==> config.mk <==
export PLATFORM = sky130hd
export DESIGN_NAME = cgs_regs
export DESIGN_NICKNAME = d
export VERILOG_FILES = /design/src/cgs_pkg.sv /design/src/cgs_regs.sv /design/src/cgs_squelch.sv
export SDC_FILE = /design/constraint.sdc
export NUM_CORES = 1
export LEC_CHECK = 0
export CORE_MARGIN = 2
export CORE_UTILIZATION = 50
export DETAILED_ROUTE_END_ITERATION = 10
export DONT_BUFFER_PORTS = 1
export GPL_ROUTABILITY_DRIVEN = 0
export GPL_TIMING_DRIVEN = 1
export HOLD_SLACK_MARGIN = 0.12
export MAX_ROUTING_LAYER = met4
export PLACE_DENSITY = 0.73
export SYNTH_ARGS = -nofsm -noshare
export SYNTH_HDL_FRONTEND = slang
export SYNTH_SLANG_ARGS = --single-unit
==> constraint.sdc <==
create_clock -name i_clk -period 1.6 [get_ports i_clk]
set_input_delay 0.08 -clock i_clk [delete_from_list [all_inputs] [get_ports i_clk]]
set_output_delay 0.08 -clock i_clk [all_outputs]
set_load 0.03 [all_outputs]
==> src/cgs_pkg.sv <==
// Constants and types for the clock generator squelch/margin/detect register slice.
// Assumes a 32-bit Avalon-MM slave with byte addresses equal to four times the register index.
package cgs_pkg;

  // Register indices; the byte address is the index times four
  localparam logic [7:0] IDX_CH_SQUELCH     = 8'h16;
  localparam logic [7:0] IDX_STATUS_SQUELCH = 8'h17;
  localparam logic [7:0] IDX_MARGIN_EN      = 8'h18;
  localparam logic [7:0] IDX_REF_DETECT     = 8'h19;
  localparam logic [7:0] IDX_SQUELCH_STATE  = 8'h1a;
  localparam logic [7:0] IDX_LIVE_STATE     = 8'h1b;

  // Bus geometry
  localparam int AV_ADDR_W = 8;
  localparam int AV_DATA_W = 32;
  localparam int REG_W     = 8;

  // Field positions
  localparam int PIN_ONE_SQ_BIT  = 1;
  localparam int PIN_ZERO_SQ_BIT = 0;
  localparam int SEC_METHOD_LSB  = 6;
  localparam int SEC_METHOD_W    = 2;
  localparam int LIVE_VALID_BIT  = 2;
  localparam int LIVE_MARGIN_LSB = 2;

  // Counts
  localparam int NUM_STATUS_PINS = 2;
  localparam int NUM_CHANNELS    = 8;
  localparam int NUM_DIVIDERS    = 6;
  localparam int DIV_VALUE_W     = 8;
  localparam int MARGIN_MIN_DIV  = 8;

  // Reset values
  localparam logic [7:0] RST_CH_SQUELCH     = 8'hff;
  localparam logic [7:0] RST_STATUS_SQUELCH = 8'h02;
  localparam logic [7:0] RST_MARGIN_EN      = 8'h00;
  localparam logic [7:0] RST_REF_DETECT     = 8'h55;

  // Writable bit masks; reserved bits hold zero
  localparam logic [7:0] MASK_STATUS_SQUELCH = 8'h03;
  localparam logic [7:0] MASK_MARGIN_EN      = 8'h3f;

  // Secondary reference detection method encoding
  typedef enum logic [1:0] {
    SEC_RISE_SLEW  = 2'h0,
    SEC_BOTH_SLEW  = 2'h1,
    SEC_FALL_SLEW  = 2'h2,
    SEC_LEVEL_DET  = 2'h3
  } cgs_sec_method_t;

  // Detector enables handed to the secondary energy detector
  typedef struct packed {
    logic rise_slew_en;
    logic fall_slew_en;
    logic level_det_en;
  } cgs_detect_sel_t;

  // Squelch results for the pins and channels
  typedef struct packed {
    logic [NUM_CHANNELS-1:0]    ch_run;
    logic [NUM_STATUS_PINS-1:0] status_run;
  } cgs_run_state_t;

endpackage

==> src/cgs_regs.sv <==
// Squelch, divider margining and secondary reference detect register slice.
// Assumes one clock, an Avalon-MM master, and validity/divider inputs from same-clock logic.
//
// Overview of operation
// - Pin one as clock with squelch set is disabled while source invalid.
// - Pin one squelch clear keeps the pin running whatever the source.
// - Pin one not carrying a clock runs normally, squelch ignored.
// - Pin zero as clock with squelch set is disabled while source invalid.
// - Pin zero squelch clear keeps the pin running whatever the source.
// - Pin zero not carrying a clock runs normally, squelch ignored.
// - Pin one squelch is bit 1 of status squelch register, RW, reset 1.
// - Pin zero squelch is bit 0 of status squelch register, RW, reset 0.
// - Margin enable acts on its divider only when divide value exceeds 8.
// - Margin bits 5..2 map to channel dividers 7..4.
// - Margin bit 1 controls the shared divider of channels 2 and 3.
// - Margin bit 0 controls the shared divider of channels 0 and 1.
// - All six margin enables are RW and reset to 0.
// - Secondary detect method is bits 7:6 of reference detect, RW, reset 1.
// - Method 0 rising, 1 both edges, 2 falling, 3 level detector.
// - Each of eight channels has squelch, reset 1, muting while source invalid.
//
// The Avalon-MM interface to the registers was chosen for this implementation.
`timescale 1ns/1ps
`default_nettype none

module cgs_regs #(
  parameter int DIV_W = cgs_pkg::DIV_VALUE_W
) (
  // Clock and reset
  input  wire logic                                      i_clk,
  input  wire logic                                      i_rst_b,
  // Avalon-MM slave
  input  wire logic [cgs_pkg::AV_ADDR_W-1:0]             i_avs_address,
  input  wire logic                                      i_avs_read,
  input  wire logic                                      i_avs_write,
  input  wire logic [cgs_pkg::AV_DATA_W-1:0]             i_avs_writedata,
  input  wire logic [3:0]                                i_avs_byteenable,
  output logic      [cgs_pkg::AV_DATA_W-1:0]             o_avs_readdata,
  output logic                                           o_avs_waitrequest,
  // Clock source health and output configuration
  input  wire logic                                      i_src_valid,
  input  wire logic [cgs_pkg::NUM_STATUS_PINS-1:0]       i_status_is_clock,
  // Divider values, divider d in bits [d*DIV_W +: DIV_W]
  input  wire logic [cgs_pkg::NUM_DIVIDERS*DIV_W-1:0]    i_div_value,
  // Squelch results
  output cgs_pkg::cgs_run_state_t                        o_run_state,
  // Margining to the dividers
  output logic      [cgs_pkg::NUM_DIVIDERS-1:0]          o_margin_en,
  output logic      [cgs_pkg::NUM_DIVIDERS-1:0]          o_margin_active,
  // Secondary reference detector
  output cgs_pkg::cgs_sec_method_t                       o_sec_method,
  output cgs_pkg::cgs_detect_sel_t                       o_sec_detect,
  output logic      [cgs_pkg::SEC_METHOD_LSB-1:0]        o_refdet_other
);

  // Byte address of a register index
  function automatic logic hit(input logic [cgs_pkg::AV_ADDR_W-1:0] addr,
                               input logic [7:0]                    idx);
    hit = (addr == {idx[cgs_pkg::AV_ADDR_W-3:0], 2'b00});
  endfunction

  // Detector enables from the method code
  function automatic cgs_pkg::cgs_detect_sel_t decode_method(input cgs_pkg::cgs_sec_method_t m);
    cgs_pkg::cgs_detect_sel_t d;
    d = '0;
    case (m)
      cgs_pkg::SEC_RISE_SLEW: d.rise_slew_en = 1'b1;
      cgs_pkg::SEC_BOTH_SLEW: begin
        d.rise_slew_en = 1'b1;
        d.fall_slew_en = 1'b1;
      end
      cgs_pkg::SEC_FALL_SLEW: d.fall_slew_en = 1'b1;
      cgs_pkg::SEC_LEVEL_DET: d.level_det_en = 1'b1;
      default:                d = '0;
    endcase
    decode_method = d;
  endfunction

  // Register storage
  logic [cgs_pkg::REG_W-1:0]     ch_squelch_reg;
  logic [cgs_pkg::REG_W-1:0]     status_squelch_reg;
  logic [cgs_pkg::REG_W-1:0]     margin_en_reg;
  logic [cgs_pkg::REG_W-1:0]     ref_detect_reg;
  logic                          ack_reg;
  logic [cgs_pkg::AV_DATA_W-1:0] rdata_reg;
  logic [cgs_pkg::AV_DATA_W-1:0] rdata_next;

  // Bus handshake: one wait state, then the transfer completes
  wire req       = i_avs_read | i_avs_write;
  wire wr_fire   = i_avs_write & ack_reg & i_avs_byteenable[0];
  wire wr_data_7 = 1'b0;
  wire [7:0] wdat = i_avs_writedata[7:0];

  // Address decode
  wire hit_ch     = hit(i_avs_address, cgs_pkg::IDX_CH_SQUELCH);
  wire hit_status = hit(i_avs_address, cgs_pkg::IDX_STATUS_SQUELCH);
  wire hit_margin = hit(i_avs_address, cgs_pkg::IDX_MARGIN_EN);
  wire hit_refdet = hit(i_avs_address, cgs_pkg::IDX_REF_DETECT);
  wire hit_sqst   = hit(i_avs_address, cgs_pkg::IDX_SQUELCH_STATE);
  wire hit_live   = hit(i_avs_address, cgs_pkg::IDX_LIVE_STATE);

  assign o_avs_waitrequest = req & ~ack_reg;

  // Handshake state; cleared after each beat so back-to-back requests each wait once
  always_ff @(posedge i_clk or negedge i_rst_b) begin
    if (!i_rst_b) begin
      ack_reg <= 1'b0;
    end else begin
      ack_reg <= req & ~ack_reg;
    end
  end

  // Writable registers, reserved bits masked off on the way in
  always_ff @(posedge i_clk or negedge i_rst_b) begin
    if (!i_rst_b) begin
      ch_squelch_reg     <= cgs_pkg::RST_CH_SQUELCH;
      status_squelch_reg <= cgs_pkg::RST_STATUS_SQUELCH;
      margin_en_reg      <= cgs_pkg::RST_MARGIN_EN;
      ref_detect_reg     <= cgs_pkg::RST_REF_DETECT;
    end else if (wr_fire) begin
      if (hit_ch) begin
        ch_squelch_reg <= wdat;
      end
      if (hit_status) begin
        status_squelch_reg <= wdat & cgs_pkg::MASK_STATUS_SQUELCH;
      end
      if (hit_margin) begin
        margin_en_reg <= wdat & cgs_pkg::MASK_MARGIN_EN;
      end
      if (hit_refdet) begin
        ref_detect_reg <= wdat;
      end
    end
  end

  // Squelch gates for status pins and output channels
  cgs_pkg::cgs_run_state_t run_state;

  cgs_squelch #(
    .N (cgs_pkg::NUM_STATUS_PINS)
  ) u_status_gate (
    .i_clk        (i_clk),
    .i_rst_b      (i_rst_b),
    .i_squelch_en ({status_squelch_reg[cgs_pkg::PIN_ONE_SQ_BIT],
                    status_squelch_reg[cgs_pkg::PIN_ZERO_SQ_BIT]}),
    .i_is_clock   (i_status_is_clock),
    .i_src_valid  (i_src_valid),
    .o_run        (run_state.status_run)
  );

  // Channels always carry a clock, so only squelch and validity decide
  cgs_squelch #(
    .N (cgs_pkg::NUM_CHANNELS)
  ) u_channel_gate (
    .i_clk        (i_clk),
    .i_rst_b      (i_rst_b),
    .i_squelch_en (ch_squelch_reg),
    .i_is_clock   ({cgs_pkg::NUM_CHANNELS{1'b1}}),
    .i_src_valid  (i_src_valid),
    .o_run        (run_state.ch_run)
  );

  assign o_run_state = run_state;

  // Margin enables per divider: bit 0 ch0/1, bit 1 ch2/3, bits 2..5 ch4..7
  logic [cgs_pkg::NUM_DIVIDERS-1:0] margin_active_reg;
  logic [cgs_pkg::NUM_DIVIDERS-1:0] margin_active_next;
  localparam logic [DIV_W-1:0] MIN_DIV = DIV_W'(cgs_pkg::MARGIN_MIN_DIV);

  genvar d;
  generate
    for (d = 0; d < cgs_pkg::NUM_DIVIDERS; d++) begin : g_margin
      // At or below the limit the divider cannot margin; the enable is held off
      assign margin_active_next[d] = margin_en_reg[d] & (i_div_value[d*DIV_W +: DIV_W] > MIN_DIV);
    end
  endgenerate

  // Margin outputs registered so the dividers see clean levels
  always_ff @(posedge i_clk or negedge i_rst_b) begin
    if (!i_rst_b) begin
      margin_active_reg <= '0;
    end else begin
      margin_active_reg <= margin_active_next;
    end
  end

  assign o_margin_en     = margin_en_reg[cgs_pkg::NUM_DIVIDERS-1:0];
  assign o_margin_active = margin_active_reg;

  // Secondary reference detection method
  wire [cgs_pkg::SEC_METHOD_W-1:0] sec_bits = ref_detect_reg[cgs_pkg::SEC_METHOD_LSB +: cgs_pkg::SEC_METHOD_W];
  assign o_sec_method   = cgs_pkg::cgs_sec_method_t'(sec_bits);
  assign o_sec_detect   = decode_method(cgs_pkg::cgs_sec_method_t'(sec_bits));
  assign o_refdet_other = ref_detect_reg[cgs_pkg::SEC_METHOD_LSB-1:0];

  // Live state word: valid flag above the two status pin gates
  wire [7:0] live_word = {5'h00, i_src_valid, run_state.status_run};

  // Read mux; unmapped addresses read zero
  always_comb begin
    rdata_next = '0;
    if (hit_ch) begin
      rdata_next[7:0] = ch_squelch_reg;
    end else if (hit_status) begin
      rdata_next[7:0] = status_squelch_reg & cgs_pkg::MASK_STATUS_SQUELCH;
    end else if (hit_margin) begin
      rdata_next[7:0] = margin_en_reg & cgs_pkg::MASK_MARGIN_EN;
    end else if (hit_refdet) begin
      rdata_next[7:0] = ref_detect_reg;
    end else if (hit_sqst) begin
      rdata_next[7:0] = run_state.ch_run;
    end else if (hit_live) begin
      rdata_next[7:0] = {margin_active_reg, live_word[1:0]} | {5'h00, live_word[2], 2'b00};
    end
  end

  // Read data captured during the wait state and held through completion
  always_ff @(posedge i_clk or negedge i_rst_b) begin
    if (!i_rst_b) begin
      rdata_reg <= '0;
    end else if (i_avs_read & ~ack_reg) begin
      rdata_reg <= rdata_next;
    end
  end

  assign o_avs_readdata = rdata_reg;

  // Unused: kept so the byte-wide write path stays explicit
  wire unused_ok = wr_data_7 & (|i_avs_writedata[31:8]) & (|i_avs_byteenable[3:1]);

endmodule

`default_nettype wire

==> src/cgs_squelch.sv <==
// Per-output automatic squelch gate, one bit per output.
// Assumes the source-valid flag and configuration come from logic on the same clock.
`timescale 1ns/1ps
`default_nettype none

module cgs_squelch #(
  parameter int N = 2
) (
  // Clock and reset
  input  wire logic         i_clk,
  input  wire logic         i_rst_b,
  // Configuration
  input  wire logic [N-1:0] i_squelch_en,
  input  wire logic [N-1:0] i_is_clock,
  // Selected source health
  input  wire logic         i_src_valid,
  // Gate result, 1 means the output runs
  output logic      [N-1:0] o_run
);

  logic [N-1:0] run_reg;
  logic [N-1:0] run_next;

  // Mute only a clock-carrying output whose squelch is on while the source is bad
  genvar g;
  generate
    for (g = 0; g < N; g++) begin : g_gate
      assign run_next[g] = ~(i_is_clock[g] & i_squelch_en[g] & ~i_src_valid);
    end
  endgenerate

  // Outputs run until told otherwise; a glitch-free registered gate
  always_ff @(posedge i_clk or negedge i_rst_b) begin
    if (!i_rst_b) begin
      run_reg <= {N{1'b1}};
    end else begin
      run_reg <= run_next;
    end
  end

  assign o_run = run_reg;

endmodule

`default_nettype wire
After elaboration in Yosys (flattened, before gate mapping). Cells that the tools add are included.

Flip-flop bits (word level): 49. Output and inout port bits: 66. Input bits: 99.

Eq/ne operators: 9. Reductions and logical operators: 7. Magnitude comparators: 6. Bitwise logic cells: 36. Mux-type cells: 9.

Operators with widths (number): == test 8 x 7 -> 1 bit (second input constant) (6); greater-than comparator 8 x 4 -> 1 bit (second input constant) (6); two-way mux 8 bit (6); bitwise AND 1 bit (22); NOT 1 bit (12); bitwise OR 8 x 3 -> 8 bit (1); AND reduction 2 bit (4); == test 2 bit (second input constant) (2); OR reduction 2 bit (2); two-way mux 1 bit (3); == test 2 x 1 -> 1 bit (second input constant) (1); zero test 2 bit (1); bitwise OR 1 bit (1).

Logic depth before layout (Yosys ltp). Gate-level depths: netlist of the first run.

Depth after elaboration: 7. Gate-level depth with buffers: 5. Depth with buffers taken out: 4.

Cells and area by module. From an unflattened synthesis of the first run, not the netlist that was laid out.

Cells, all modules: 231. Area, all modules: 2653.8 um^2.

Modules (own cells, without submodules): cgs_regs (area each 2316.0 um^2, instances 1, cells an instance 211, seq. area each 992.2 um^2); cgs_squelch (u_channel_gate) (area each 270.3 um^2, instances 1, cells an instance 16, seq. area each 210.2 um^2); cgs_squelch (u_status_gate) (area each 67.6 um^2, instances 1, cells an instance 4, seq. area each 52.6 um^2).

Worst setup path after synthesis of the first run. No wires, ideal clock.

Kind: flip-flop to flip-flop. Start point: register margin_active_reg, in the netlist o_margin_active[0]. End point: register rdata_reg, in the netlist o_avs_readdata[2]. Cell stages (with the launch flop): 5. Setup slack: -0.162 ns. Period minus slack after synthesis: 1.762 ns. Data arrival time: 1.636 ns. Library setup time: 0.126 ns. Data required time: 1.474 ns. Path buffers: 0. Cell sequence: dfrtp_1 > or2_2 > mux4_2 > and3_1 > a221o_1.

Cells in the longest elaborated chain, start to end: 7.

RTL lines: start: declaration (line cgs_regs.sv:166) `logic [cgs_pkg::NUM_DIVIDERS-1:0] margin_active_reg;`; start signal: assignment (line cgs_regs.sv:183) `margin_active_reg <= margin_active_next;`; bitwise OR 8 x 3 -> 8 bit (line cgs_regs.sv:213) `rdata_next[7:0] = {margin_active_reg, live_word[1:0]} | {5'h00, live_word[2], 2'b00};`; two-way mux 8 bit (line cgs_regs.sv:212) `end else if (hit_live) begin`; two-way mux 8 bit (line cgs_regs.sv:210) `end else if (hit_sqst) begin`; two-way mux 8 bit (line cgs_regs.sv:208) `end else if (hit_refdet) begin`; two-way mux 8 bit (line cgs_regs.sv:206) `end else if (hit_margin) begin`; two-way mux 8 bit (line cgs_regs.sv:204) `end else if (hit_status) begin`; two-way mux 8 bit (line cgs_regs.sv:202) `if (hit_ch) begin`; end signal: assignment (line cgs_regs.sv:222) `rdata_reg <= rdata_next;`; end: declaration (line cgs_regs.sv:85) `logic [cgs_pkg::AV_DATA_W-1:0] rdata_reg;`.

Every way passes these cells. A chain may end at the register's enable or synchronous reset.

Worst setup path after layout of the first run. Same ends and word-level chain as after synthesis.

==> results of run 1 <==
critical path, delay by kind of cell, from the launching register on:
family,cells,cell delay [ns]
AOI/OAI and AO/OA,1,0.25
DFF,1,0.41
muxes,1,0.45
and+or+nand+nor,2,0.40
repair_timing:
item                                    4_1_cts  5_1_grt
endpoints found under the setup margin        2        8
pin swaps                                     1        2
setup buffers                                 1        0
resized for setup                             3        3
cloned                                        0        0
hold buffers                                 49        0
endpoints found under the hold margin        92        0
layout make-up:
type | count | area, sq um
Clock buffer | 7 | 96.34
Inverter | 2 | 7.507
Multi-Input combinational cell | 137 | 1164
Clock inverter | 1 | 5.005
Timing Repair Buffer | 73 | 688.2
Tap cell | 67 | 83.83
Sequential cell | 49 | 1257
Fill cell | 354 | 1484
Yosys cell counts (all sizes together), types with 2 or more instances:
cell type / instances / area (sq um)
a211o: 2 / 17.52
a21boi: 6 / 45.04
a21oi: 3 / 15.01
a221o: 3 / 30.03
a22oi: 2 / 15.01
a31oi: 2 / 12.51
and2: 2 / 12.51
and3: 3 / 18.77
and3b: 2 / 18.77
buf: 27 / 195.2
clkbuf: 2 / 7.510
dfrtp: 26 / 650.6
dfstp: 23 / 604.3
ha: 3 / 37.54
inv: 2 / 7.510
mux2: 28 / 315.3
mux4: 5 / 112.6
nand2: 3 / 11.26
nand2b: 10 / 62.56
nand3b: 3 / 35.03
nor2: 5 / 18.77
nor2b: 2 / 12.51
nor3: 5 / 47.54
nor4: 7 / 58.81
o31ai: 6 / 45.04
or2: 2 / 12.51
layer usage:
layer,up-vias,global-route usage [%],part of all wire (%)
met5,-,-,0
met4,0,8.730,1.8
met3,9,5.221,8.6
met2,102,40.64,49
met1,903,28.17,40
li1,809,-,-
cells by family after synthesis:
logic type               share of synthesized area, %
AND/OR/NAND/NOR                                 14.76
flip-flops                                      50.00
other                                          0.1494
adder cells (fa/ha/maj)                         1.496
AO/OA/AOI/OAI                                   8.175
buffers and inverters                           8.375
multiplexers                                    17.05
through the flow:
step                      setup WS, ns  setup TNS, ns  area [sq um]  power [mW]  instances
after CTS                   -0.0006424     -0.0006424          3279       2.475        336
final                        -0.004570      -0.004570          3302       2.463        336
after global routing          -0.05737       -0.05788          3302       2.568        336
after global placement        0.006802              0          2658       1.567        278
after floorplan               -0.06473       -0.06473          2604       1.593        217
after detailed placement      -0.01102       -0.04860          2658       1.571        278
placed cells by master, fill, tap and decap left out, types with 2 or more instances in the layout:
cell	n
and2_1	2
dfstp_2	23
ha_1	2
a31oi_1	2
clkbuf_8	7
mux2_2	28
dlygate4sd3_1	48
a21boi_0	6
o31ai_1	6
a21oi_1	3
nand2b_1	10
a221o_1	3
mux4_2	5
nor3_1	3
nor2b_1	2
conb_1	24
nand2_1	3
and3_1	3
or2_4	2
nor3_4	2
dfrtp_1	24
nor2_1	5
nand3b_1	2
a22oi_1	2
a211o_1	2
dfrtp_2	2
buf_4	24
nor4_1	6
worst paths after layout:
kind | to | startpoint | slack, ns | depth (start not counted)
max | o_avs_readdata[2]$_DFFE_PN0P_ | o_margin_active[0]$_DFF_PN0_ | -0.005 | 4
min | o_avs_readdata[1]$_DFFE_PN0P_ | i_avs_address[3] | 0.13 | 3
max reg2reg | o_avs_readdata[2]$_DFFE_PN0P_ | o_margin_active[0]$_DFF_PN0_ | -0.005 | 4
min reg2reg | u_channel_gate.o_run[6]$_DFF_PN1_ | ch_squelch_reg[6]$_DFFE_PN1P_ | 0.50 | 1
max in group asynchronous | u_status_gate.o_run[0]$_DFF_PN1_ | i_rst_b | 1.05 | 2
min in group asynchronous | o_avs_readdata[1]$_DFFE_PN0P_ | i_rst_b | 0.28 | 2
report_power, final:
group	switching [mW]	internal [mW]	total, mW
sequential	0.0619	1.27	1.34
combinational	0.188	0.146	0.333
clock	0.402	0.391	0.793
total	0.651	1.81	2.46
==> summary.md, run 1 <==
| Metric | Value |
|---|---|
| Starting density of the core | `52.44%` |
| Crit Path Max Fanout | `2` |
| Final HPWL DP | `4.138 mm` |
| 1st-iter DRT viols | `95` |
| Slowest stage cell, crit path | `mux4_2` |
| Worst vdd ir | `0.0004747 V` |
| TritonCTS Buffers | `5` |
| Vias in the first global route | `1927` |
| Root Buffer | `clkbuf_8` |
| Fin. Hold Viols | `0` |
| Die ar. | `5603 sq um` |
| CTS tree | `yes` |
| Final setup violation count | `1` |
| Worst Path Class, Setup | `flop to flop` |
| Core area | `4786 sq um` |
| Failing checks | `setup timing` |
| Worst-path clk slew | `0.09 ns` |
| Leak pwr | `1.466 nW` |
| Share of layout cells above drive strength 1 | `38.66%` |
| # DRC | `0` |
| CP Launch Type | `flop` |
| Layout area overhead | `31.56%` |
| RSZ-0062 raised after global routing | `true` |
| CP Data Required Time | `1.80 ns` |
| Mean Syn Cell Area | `12.94 sq um` |
| DRT antenna net count | `0` |
| DRT Pass-1 Iters | `4` |
| EDFF count, synth | `0` |
| Fin crit share | `100.3%` |
| Routed vias/inst | `5.426` |
| Hold Crit Class | `input port to flop` |
| Final Util | `68.99%` |
| Library cells used by synthesis | `41` |
| Initial antenna violation count | `0` |
| Cells after Synth | `194` |
| Worst-Margin Slew | `0.6277 ns` |
| Worst path cell trace | `or2_4 > mux4_2 > and3_1 > a221o_1` |
| Maxcap violations | `0` |
| DR WL/cell | `18.29 um` |
| H-Tree Depth | `2` |
| Clock buffer depth | `2` |
| Inserted Diodes | `0` |
| Tot GR Track Use | `24.03%` |
| IO buf count | `0` |
| Site Rows | `25` |
| YS warnings | `0` |
| #FFs+latches synth | `49` |
| PnR worst setup slack | `-0.004570 ns` |
| Top-Level Pins | `165` |
| Crit path DAT | `1.80 ns` |
| Final nets | `370` |
| First-pass GRT wire length | `9.439 mm` |
| Relative slew slack | `58.00%` |
| Critical Path Sink Type | `flop` |
| CP max stage delay | `0.45 ns` |
| Die Ht | `74.85 um` |
| Status | `complete, but fails checks` |
| Hold WS | `0.1344 ns` |
| Slew Limit Fails | `0` |
| Die X | `74.85 um` |
| GR Overflow Total | `0` |
| Async SR Flop Fraction | `100.0%` |
| Synth Flop Type | `dfrtp_1` |
| Pin count of the biggest net entering global routing | `50` |
| Worst-skew pair later-pin latency | `0.30 ns` |
| Power per cell area | `745.9 nW/um^2` |
| Vias after detailed routing | `1823` |
| Post-Route Skew | `0.01036 ns` |
| Peak Freq | `623.2 MHz` |
| Cell Area, Synth | `2510 sq um` |
| Min Tclk post-route | `1.605 ns` |
| Clock Sinks | `49` |
| Final wirelength | `6.145 mm` |
| Sequential share of the synthesized area | `50.00%` |
(Power assumes the default switching activity.)
==> run 2, diff against run 1 <==
Settings changed: MAX_ROUTING_LAYER met4 to unset.
==> run 2 against run 1 <==
Cell count did not move. Largest cell class unchanged. Maximum frequency barely moved. Critical path type unchanged. The flow still finishes with violations (setup timing). Die area unchanged. Clock-buffer cell count did not move. Routed wire length down 0.39%. Non-clock buffer count is the same. Global-route usage decreased by 0.82 points. Largest power group unchanged. Critical path depth unchanged. Clock power barely moved.
==> summary.md, run 2 (synthesis results as in run 1) <==
| Metric | Value |
|---|---|
| H-Tree Depth | `2 (unchanged)` |
| Vias after detailed routing | `1813 (-0.55%)` |
| Power per cell area | `745.9 nW/um^2 (about the same)` |
| Pin count of the biggest net entering global routing | `50 (unchanged)` |
| Die ar. | `5603 sq um (unchanged)` |
| First-pass GRT wire length | `9.404 mm (-0.37%)` |
| Final setup TNS | `-0.006127 ns (-0.001557 ns)` |
| PnR worst setup slack | `-0.006127 ns (-0.001557 ns)` |
| Fin crit share | `100.4% (about the same)` |
| Worst-Margin Slew | `0.6332 ns (+0.005512 ns)` |
| Final nets | `370 (unchanged)` |
| R2r setup slk | `-0.006 ns (about the same)` |
| TritonCTS Buffers | `5 (unchanged)` |
| Final wirelength | `6.121 mm (-0.39%)` |
| Peak Freq | `622.6 MHz (about the same)` |
| Clock Sinks | `49 (unchanged)` |
| GR Overflow Total | `0 (unchanged)` |
| Die Ht | `74.85 um (unchanged)` |
| Share of layout cells above drive strength 1 | `38.66% (unchanged)` |
| Status | `complete, but fails checks` |
| CP Launch Type | `flop` |
| Layout area overhead | `31.56% (unchanged)` |
| Crit Path Max Fanout | `2 (unchanged)` |
| CP endpoint | `o_avs_readdata[2]$_DFFE_PN0P_` |
| Maxcap violations | `0 (unchanged)` |
| Fin. Hold Viols | `0 (unchanged)` |
| 1st-iter DRT viols | `94 (-1.1%)` |
| Root Buffer | `clkbuf_8` |
| Core area | `4786 sq um (unchanged)` |
| Tot GR Track Use | `23.20% (-0.82 points)` |
| DRT antenna net count | `0 (unchanged)` |
| Fin area | `3302 sq um (unchanged)` |
| Post-Route Skew | `0.009426 ns (-0.0009362 ns)` |
| Total power | `2.463 mW (about the same)` |
| Most frequent cells in the layout | `dlygate4sd3_1, mux2_2, conb_1, dfrtp_1, buf_4` |
| CP max stage delay | `0.45 ns (about the same)` |
| Reg-to-reg startpoint | `o_margin_active[0]$_DFF_PN0_` |
| Fill count | `354 (unchanged)` |
| Worst Path Class, Setup | `flop to flop` |
| Commonest non-fill, non-tap cell in the layout | `dlygate4sd3_1` |
| RSZ-0062 raised after global routing | `true` |
| Worst vdd ir | `0.0004736 V (-0.23%)` |
| Die X | `74.85 um (unchanged)` |
| Delay-heaviest family, CP | `multiplexers` |
| Worst Path Buf+Inv | `0 (unchanged)` |
| CP Launch Point | `o_margin_active[0]$_DFF_PN0_` |
| Final HPWL DP | `4.138 mm (unchanged)` |
| CTS tree | `yes` |
| DR WL/cell | `18.22 um (-0.39%)` |
| Min Tclk post-route | `1.606 ns (+0.001557 ns)` |
| Number of cells on the critical path | `4 (unchanged)` |
| IO buf count | `0 (unchanged)` |
| Leak pwr | `1.466 nW (unchanged)` |
| R2R Path End | `o_avs_readdata[2]$_DFFE_PN0P_` |
| Final setup violation count | `1 (unchanged)` |
| Initial antenna violation count | `0 (unchanged)` |
| Relative slew slack | `57.63% (-0.37 points)` |
| Clock buffer depth | `2 (unchanged)` |
| Placed Instances | `278 (unchanged)` |
| Crit path DAT | `1.80 ns (about the same)` |
| Worst path cell trace | `or2_4 > mux4_2 > and3_1 > a221o_1` |
| Top-Level Pins | `165 (unchanged)` |
| Slew Limit Fails | `0 (unchanged)` |
| # DRC | `0 (unchanged)` |
| Placed Area | `2658 sq um (unchanged)` |
| Worst-path clk slew | `0.09 ns (about the same)` |
| DRT Pass-1 Iters | `4 (unchanged)` |
| Site Rows | `25 (unchanged)` |
| Register area | `1257 sq um (unchanged)` |
| Vias in the first global route | `1930 (+0.16%)` |
| Final Util | `68.99% (unchanged)` |
| Slowest stage cell, crit path | `mux4_2` |
| Inserted Diodes | `0 (unchanged)` |
| Failing checks | `setup timing` |
| Worst-skew pair later-pin latency | `0.30 ns (about the same)` |
| Worst Reg2Reg Path Length in Cells | `4 (unchanged)` |
| Area occupied by multi-input gates | `1164 sq um (unchanged)` |
| Hold Crit Class | `input port to flop` |
| Routed vias/inst | `5.396 (-0.55%)` |
| Post-Layout Cell Count | `336 (unchanged)` |
| Starting density of the core | `52.44% (unchanged)` |
| Critical Path Sink Type | `flop` |
| CP Data Required Time | `1.80 ns (about the same)` |
==> run 2: cell counts in the layout (fill, tap and decap cells not counted) <==
No cell type changed its count.
==> run 2: worst min-delay path by stage <==
stage | cells past startpoint | slack [ns] | endpoint | start
floorplan | 0 | -0.22 | ack_reg$_DFF_PN0_ | i_rst_b
global placement | 0 | -0.21 | o_margin_active[3]$_DFF_PN0_ | i_rst_b
detailed placement | 0 | -0.21 | margin_en_reg[5]$_DFFE_PN0P_ | i_rst_b
CTS | 3 | 0.13 | o_avs_readdata[1]$_DFFE_PN0P_ | i_avs_address[3]
global route | 2 | 0.15 | o_avs_readdata[2]$_DFFE_PN0P_ | i_avs_address[2]
finish | 3 | 0.14 | o_avs_readdata[1]$_DFFE_PN0P_ | i_avs_address[3]
==> run 2: metrics by stage <==
stage / hold WS (ns) / setup WS [ns]
after detailed placement: -0.2146 / -0.01102
final: 0.1366 / -0.006127
after global placement: -0.2142 / 0.006802
after global routing: 0.1458 / -0.05926
after floorplan: -0.2156 / -0.06473
after CTS: 0.1321 / -0.0006424
==> run 2: power breakdown <==
part | leakage (nW) | switching (mW) | total, mW | internal, mW
logic | 0.821 | 0.188 | 0.333 | 0.146
clock network | 0.0542 | 0.402 | 0.793 | 0.391
registers | 0.591 | 0.0616 | 1.34 | 1.27
==> run 2: repair_timing <==
action / CTS / global route
setup buffers: 1 / 0
pin swaps: 1 / 2
hold buffers: 49 / 0
gates resized for setup: 3 / 3
setup endpoints to repair: 2 / 8
endpoints found under the hold margin: 92 / 0
==> run 2: final cells by class <==
| type | count | area share [%] |
|---|---|---|
| sequential | 49 | 38.08 |
| multi-input combinational | 137 | 35.24 |
| timing repair buffer | 73 | 20.84 |
| clock buffer | 7 | 2.918 |
| tap | 67 | 2.539 |
| inverter | 2 | 0.2274 |
| clock inverter | 1 | 0.1516 |
==> run 2: layer usage <==
metal / track usage, % / routed length (um)
met4: 8.730 / 108
met1: 27.64 / 2426
met3: 5.756 / 544
met5: 0 / 0
met2: 40.55 / 3042
==> run 2: worst register-to-register path, cell delays in order, from the launching register on <==
cell,delay [ns]
dfrtp_2,0.41
or2_4,0.22
mux4_2,0.45
and3_1,0.18
a221o_1,0.25
==> run 3, diff against run 2 <==
Settings changed: SYNTH_HIERARCHICAL set to 1.
==> run 3 against run 2 <==
The run now ends clean. Clock skew decreased by 0.0062 ns. First-iteration DRC count increased by 12%. Sequential share of layout area down 0.28 points. Cell count is 9.2% higher. Critical path type is now flop to output port. Clock-buffer cell count unchanged. Final area rose by 0.53%. Setup slack better by 0.13 ns. Via count increased by 8.8%. Largest power group unchanged.
==> summary.md, run 3 <==
| Metric | Value |
|---|---|
| Met1 Use GR | `27.38% (-0.26 points)` |
| Mean Syn Cell Area | `11.49 sq um (-11%)` |
| YS warnings | `6 (+6)` |
| Die Ht | `76.86 um (+2.7%)` |
| Commonest non-fill, non-tap cell in the layout | `dlygate4sd3_1` |
| Sequential share of power | `55.4% (+1.1 points)` |
| Cell Area, Synth | `2654 sq um (+5.7%)` |
| Relative slew slack | `60.46% (+2.8 points)` |
| M3 GR Usage | `7.412% (+1.7 points)` |
| Vias after detailed routing | `1973 (+8.8%)` |
| H-Tree Depth | `2 (unchanged)` |
| Die ar. | `5907 sq um (+5.4%)` |
| Synth area leader | `dfrtp_1` |
| Crit path DAT | `1.40 ns (-0.40 ns)` |
| Final setup TNS | `0 ns (+0.006127 ns)` |
| Top-Level Pins | `165 (unchanged)` |
| DRT antenna net count | `0 (unchanged)` |
| IO buf count | `0 (unchanged)` |
| Async SR Flop Fraction | `100.0% (unchanged)` |
| Inserted Diodes | `0 (unchanged)` |
| Clock buffer depth | `2 (unchanged)` |
| Status | `complete, no violations` |
| Delay-heaviest family, CP | `flip-flops` |
| Layout area overhead | `25.08%` |
| Post-Route Skew | `0.003215 ns (-0.006211 ns)` |
| Final setup violation count | `0 (-1)` |
| CP Data Required Time | `1.52 ns (-0.28 ns)` |
| Worst-Margin Slew | `0.5909 ns (-0.04232 ns)` |
| Share of layout cells above drive strength 1 | `25.59% (-13 points)` |
| Final Util | `64.99% (-4.0 points)` |
| Tot GR Track Use | `23.42% (+0.22 points)` |
| Cells after Synth | `231 (+19%)` |
| Pin count of the biggest net entering global routing | `50 (unchanged)` |
| Worst vdd ir | `0.0005050 V (+6.6%)` |
| Root Buffer | `clkbuf_8` |
| Worst Path Class, Setup | `flop to output port` |
| TritonCTS Buffers | `5 (unchanged)` |
| Hold Crit Class | `input port to flop` |
| Min Tclk post-route | `1.476 ns (-0.1304 ns)` |
| Routed vias/inst | `5.376 (-0.37%)` |
| Dpl ws | `0.09044 ns (+0.1015 ns)` |
| Cell internal pwr | `1.770 mW (-2.3%)` |
| GR Util met2 | `39.56% (-0.98 points)` |
| # DRC | `0 (unchanged)` |
| Area occupied by multi-input gates | `1277 sq um (+9.8%)` |
| Power share of the clock group | `29.7% (-2.5 points)` |
| 1st-iter DRT viols | `105 (+12%)` |
| Most frequent cells in the layout | `dlygate4sd3_1, conb_1, dfrtp_1` |
| Fin. Hold Viols | `0 (unchanged)` |
| Placed Area | `2739 sq um (+3.1%)` |
| Switch share | `27.89% (+1.4 points)` |
| Worst-path clk slew | `0.08 ns (about the same)` |
| R2r setup slk | `0.13 ns (+0.14 ns)` |
| PnR worst setup slack | `0.1243 ns (+0.1304 ns)` |
| Worst Path Buf+Inv | `2 (+2)` |
| Peak Freq | `677.6 MHz (+8.8%)` |
| Comb pwr share | `14.9% (+1.4 points)` |
| Fill count | `441 (+25%)` |
| Starting density of the core | `51.96% (-0.48 points)` |
| EDFF count, synth | `0 (unchanged)` |
| Fin crit share | `92.23% (-8.1 points)` |
| Final HPWL DP | `4.420 mm (+6.8%)` |
| First-pass GRT wire length | `10.65 mm (+13%)` |
| GR Overflow Total | `0 (unchanged)` |
| Fin area | `3319 sq um (+0.53%)` |
| Die X | `76.86 um (+2.7%)` |
| CP max stage delay | `0.35 ns (-0.10 ns)` |
| RSZ-0062 raised after global routing | `false` |
| Worst path cell trace | `buf_4 > inv_1 > ha_1 > or2_4` |
| Site Rows | `26 (+4.0%)` |
| Crit Path Max Fanout | `3 (+1)` |
| CP Launch Type | `flop` |
| Vias in the first global route | `2193 (+14%)` |
| DRT Pass-1 Iters | `4 (unchanged)` |
| #FFs+latches synth | `49 (unchanged)` |
| Synth Flop Type | `dfrtp_1` |
| Sw Pwr | `0.6849 mW (+5.2%)` |
| Core area | `5107 sq um (+6.7%)` |
| Layer carrying the most global-route usage | `met2` |
| DR WL/cell | `17.97 um (-1.4%)` |
| Clock Sinks | `49 (unchanged)` |
| Slowest stage cell, crit path | `dfrtp_1` |
| Initial antenna violation count | `0 (unchanged)` |
| Critical Path Sink Type | `output port` |
| Final nets | `399 (+7.8%)` |
| Leak pwr | `1.501 nW (+2.4%)` |
| Final wirelength | `6.594 mm (+7.7%)` |
| Register area | `1255 sq um (-0.20%)` |
| Worst-skew pair later-pin latency | `0.30 ns (about the same)` |
| Post-CTS Setup Inserts | `0 (-1)` |
| Share of the synthesized area in the top cell type | `24.52% (-1.4 points)` |
| Slew Limit Fails | `0 (unchanged)` |
| Power per cell area | `739.7 nW/um^2 (-0.84%)` |
| Most instantiated cells after synthesis | `buf_4, dfrtp_1, dfstp_2` |
| Library cells used by synthesis | `50 (+22%)` |
| Sequential share of the synthesized area | `47.29% (-2.7 points)` |
| CTS tree | `yes` |
| Synth area leaders | `dfrtp_1, dfstp_2, buf_4` |
| Maxcap violations | `0 (unchanged)` |
[run 3: changes by cell type in the layout (fill, tap and decap cells not counted), sizes merged, moves of 7 or more]
cell    previous run  this run
a21oi              3        11
o21ai              0         7
conb              24        32
nand2              3        12
nand3b             3        10
nand2b            10         3
nor2               5        19
buf               25        17
[run 3: final timing paths]
path / start / end / depth (start not counted)
min in group asynchronous: i_rst_b / ref_detect_reg[3]$_DFFE_PN0P_ / 2
max reg2reg: ack_reg$_DFF_PN0_ / ref_detect_reg[5]$_DFFE_PN0P_ / 5
min: i_avs_address[2] / ch_squelch_reg[1]$_DFFE_PN1P_ / 3
min reg2reg: ch_squelch_reg[0]$_DFFE_PN1P_ / u_channel_gate/o_run[0]$_DFF_PN1_ / 1
max: ref_detect_reg[7]$_DFFE_PN0P_ / o_sec_detect[2] / 4
max in group asynchronous: i_rst_b / u_channel_gate/o_run[7]$_DFF_PN1_ / 2
[run 3: cells by family after synthesis]
| kind of cell | share of synthesized area, % |
|---|---|
| other | 0.2830 |
| AOI/OAI and AO/OA | 11.22 |
| and+or+nand+nor | 17.45 |
| DFF | 47.29 |
| muxes | 13.06 |
| adders and majority gates | 1.415 |
| buffers and inverters | 9.288 |
[run 3: power by group through the flow]
| stage | Combinational (mW) | Sequential, mW | Clock [mW] |
|---|---|---|---|
| floorplan | 0.258 | 1.38 | 0 |
| global placement | 0.229 | 1.38 | 0 |
| detailed placement | 0.234 | 1.38 | 0 |
| CTS | 0.360 | 1.36 | 0.746 |
| global route | 0.393 | 1.37 | 0.801 |
| finish | 0.365 | 1.36 | 0.730 |
[run 3: per-stage QoR]
stage          cells  hold slack [ns]  power [mW]
6_report         367           0.1174       2.455
5_1_grt          367           0.1301       2.559
4_1_cts          367           0.1209       2.466
3_5_place_dp     315          -0.2142       1.616
3_3_place_gp     315          -0.2143       1.610
2_1_floorplan    261          -0.2156       1.637
[run 3: repair_timing]
item,4_1_cts,5_1_grt
hold buffers,45,0
resized for setup,0,8
endpoints found under the setup margin,0,11
endpoints found under the hold margin,97,0
[run 3: worst register-to-register path, cell delays in order (launching register included)]
cell	delay, ns
dfrtp_1	0.39
and3_4	0.21
nand2_1	0.09
nor3_4	0.23
buf_6	0.16
mux2_4	0.28
[run 3: area by class of cell]
class                      count  share of cell area (%)
inverter                       3                  0.3392
sequential                    49                   37.81
multi-input combinational    177                   38.48
clock buffer                   7                   2.601
timing repair buffer          61                   18.13
tap                           70                   2.639
[run 3: metal layers]
layer  wire [um]  part of all wire [%]
met1        2599                    39
met2        3279                    50
met3         580                   8.8
met4         133                   2.0
met5           0                     0
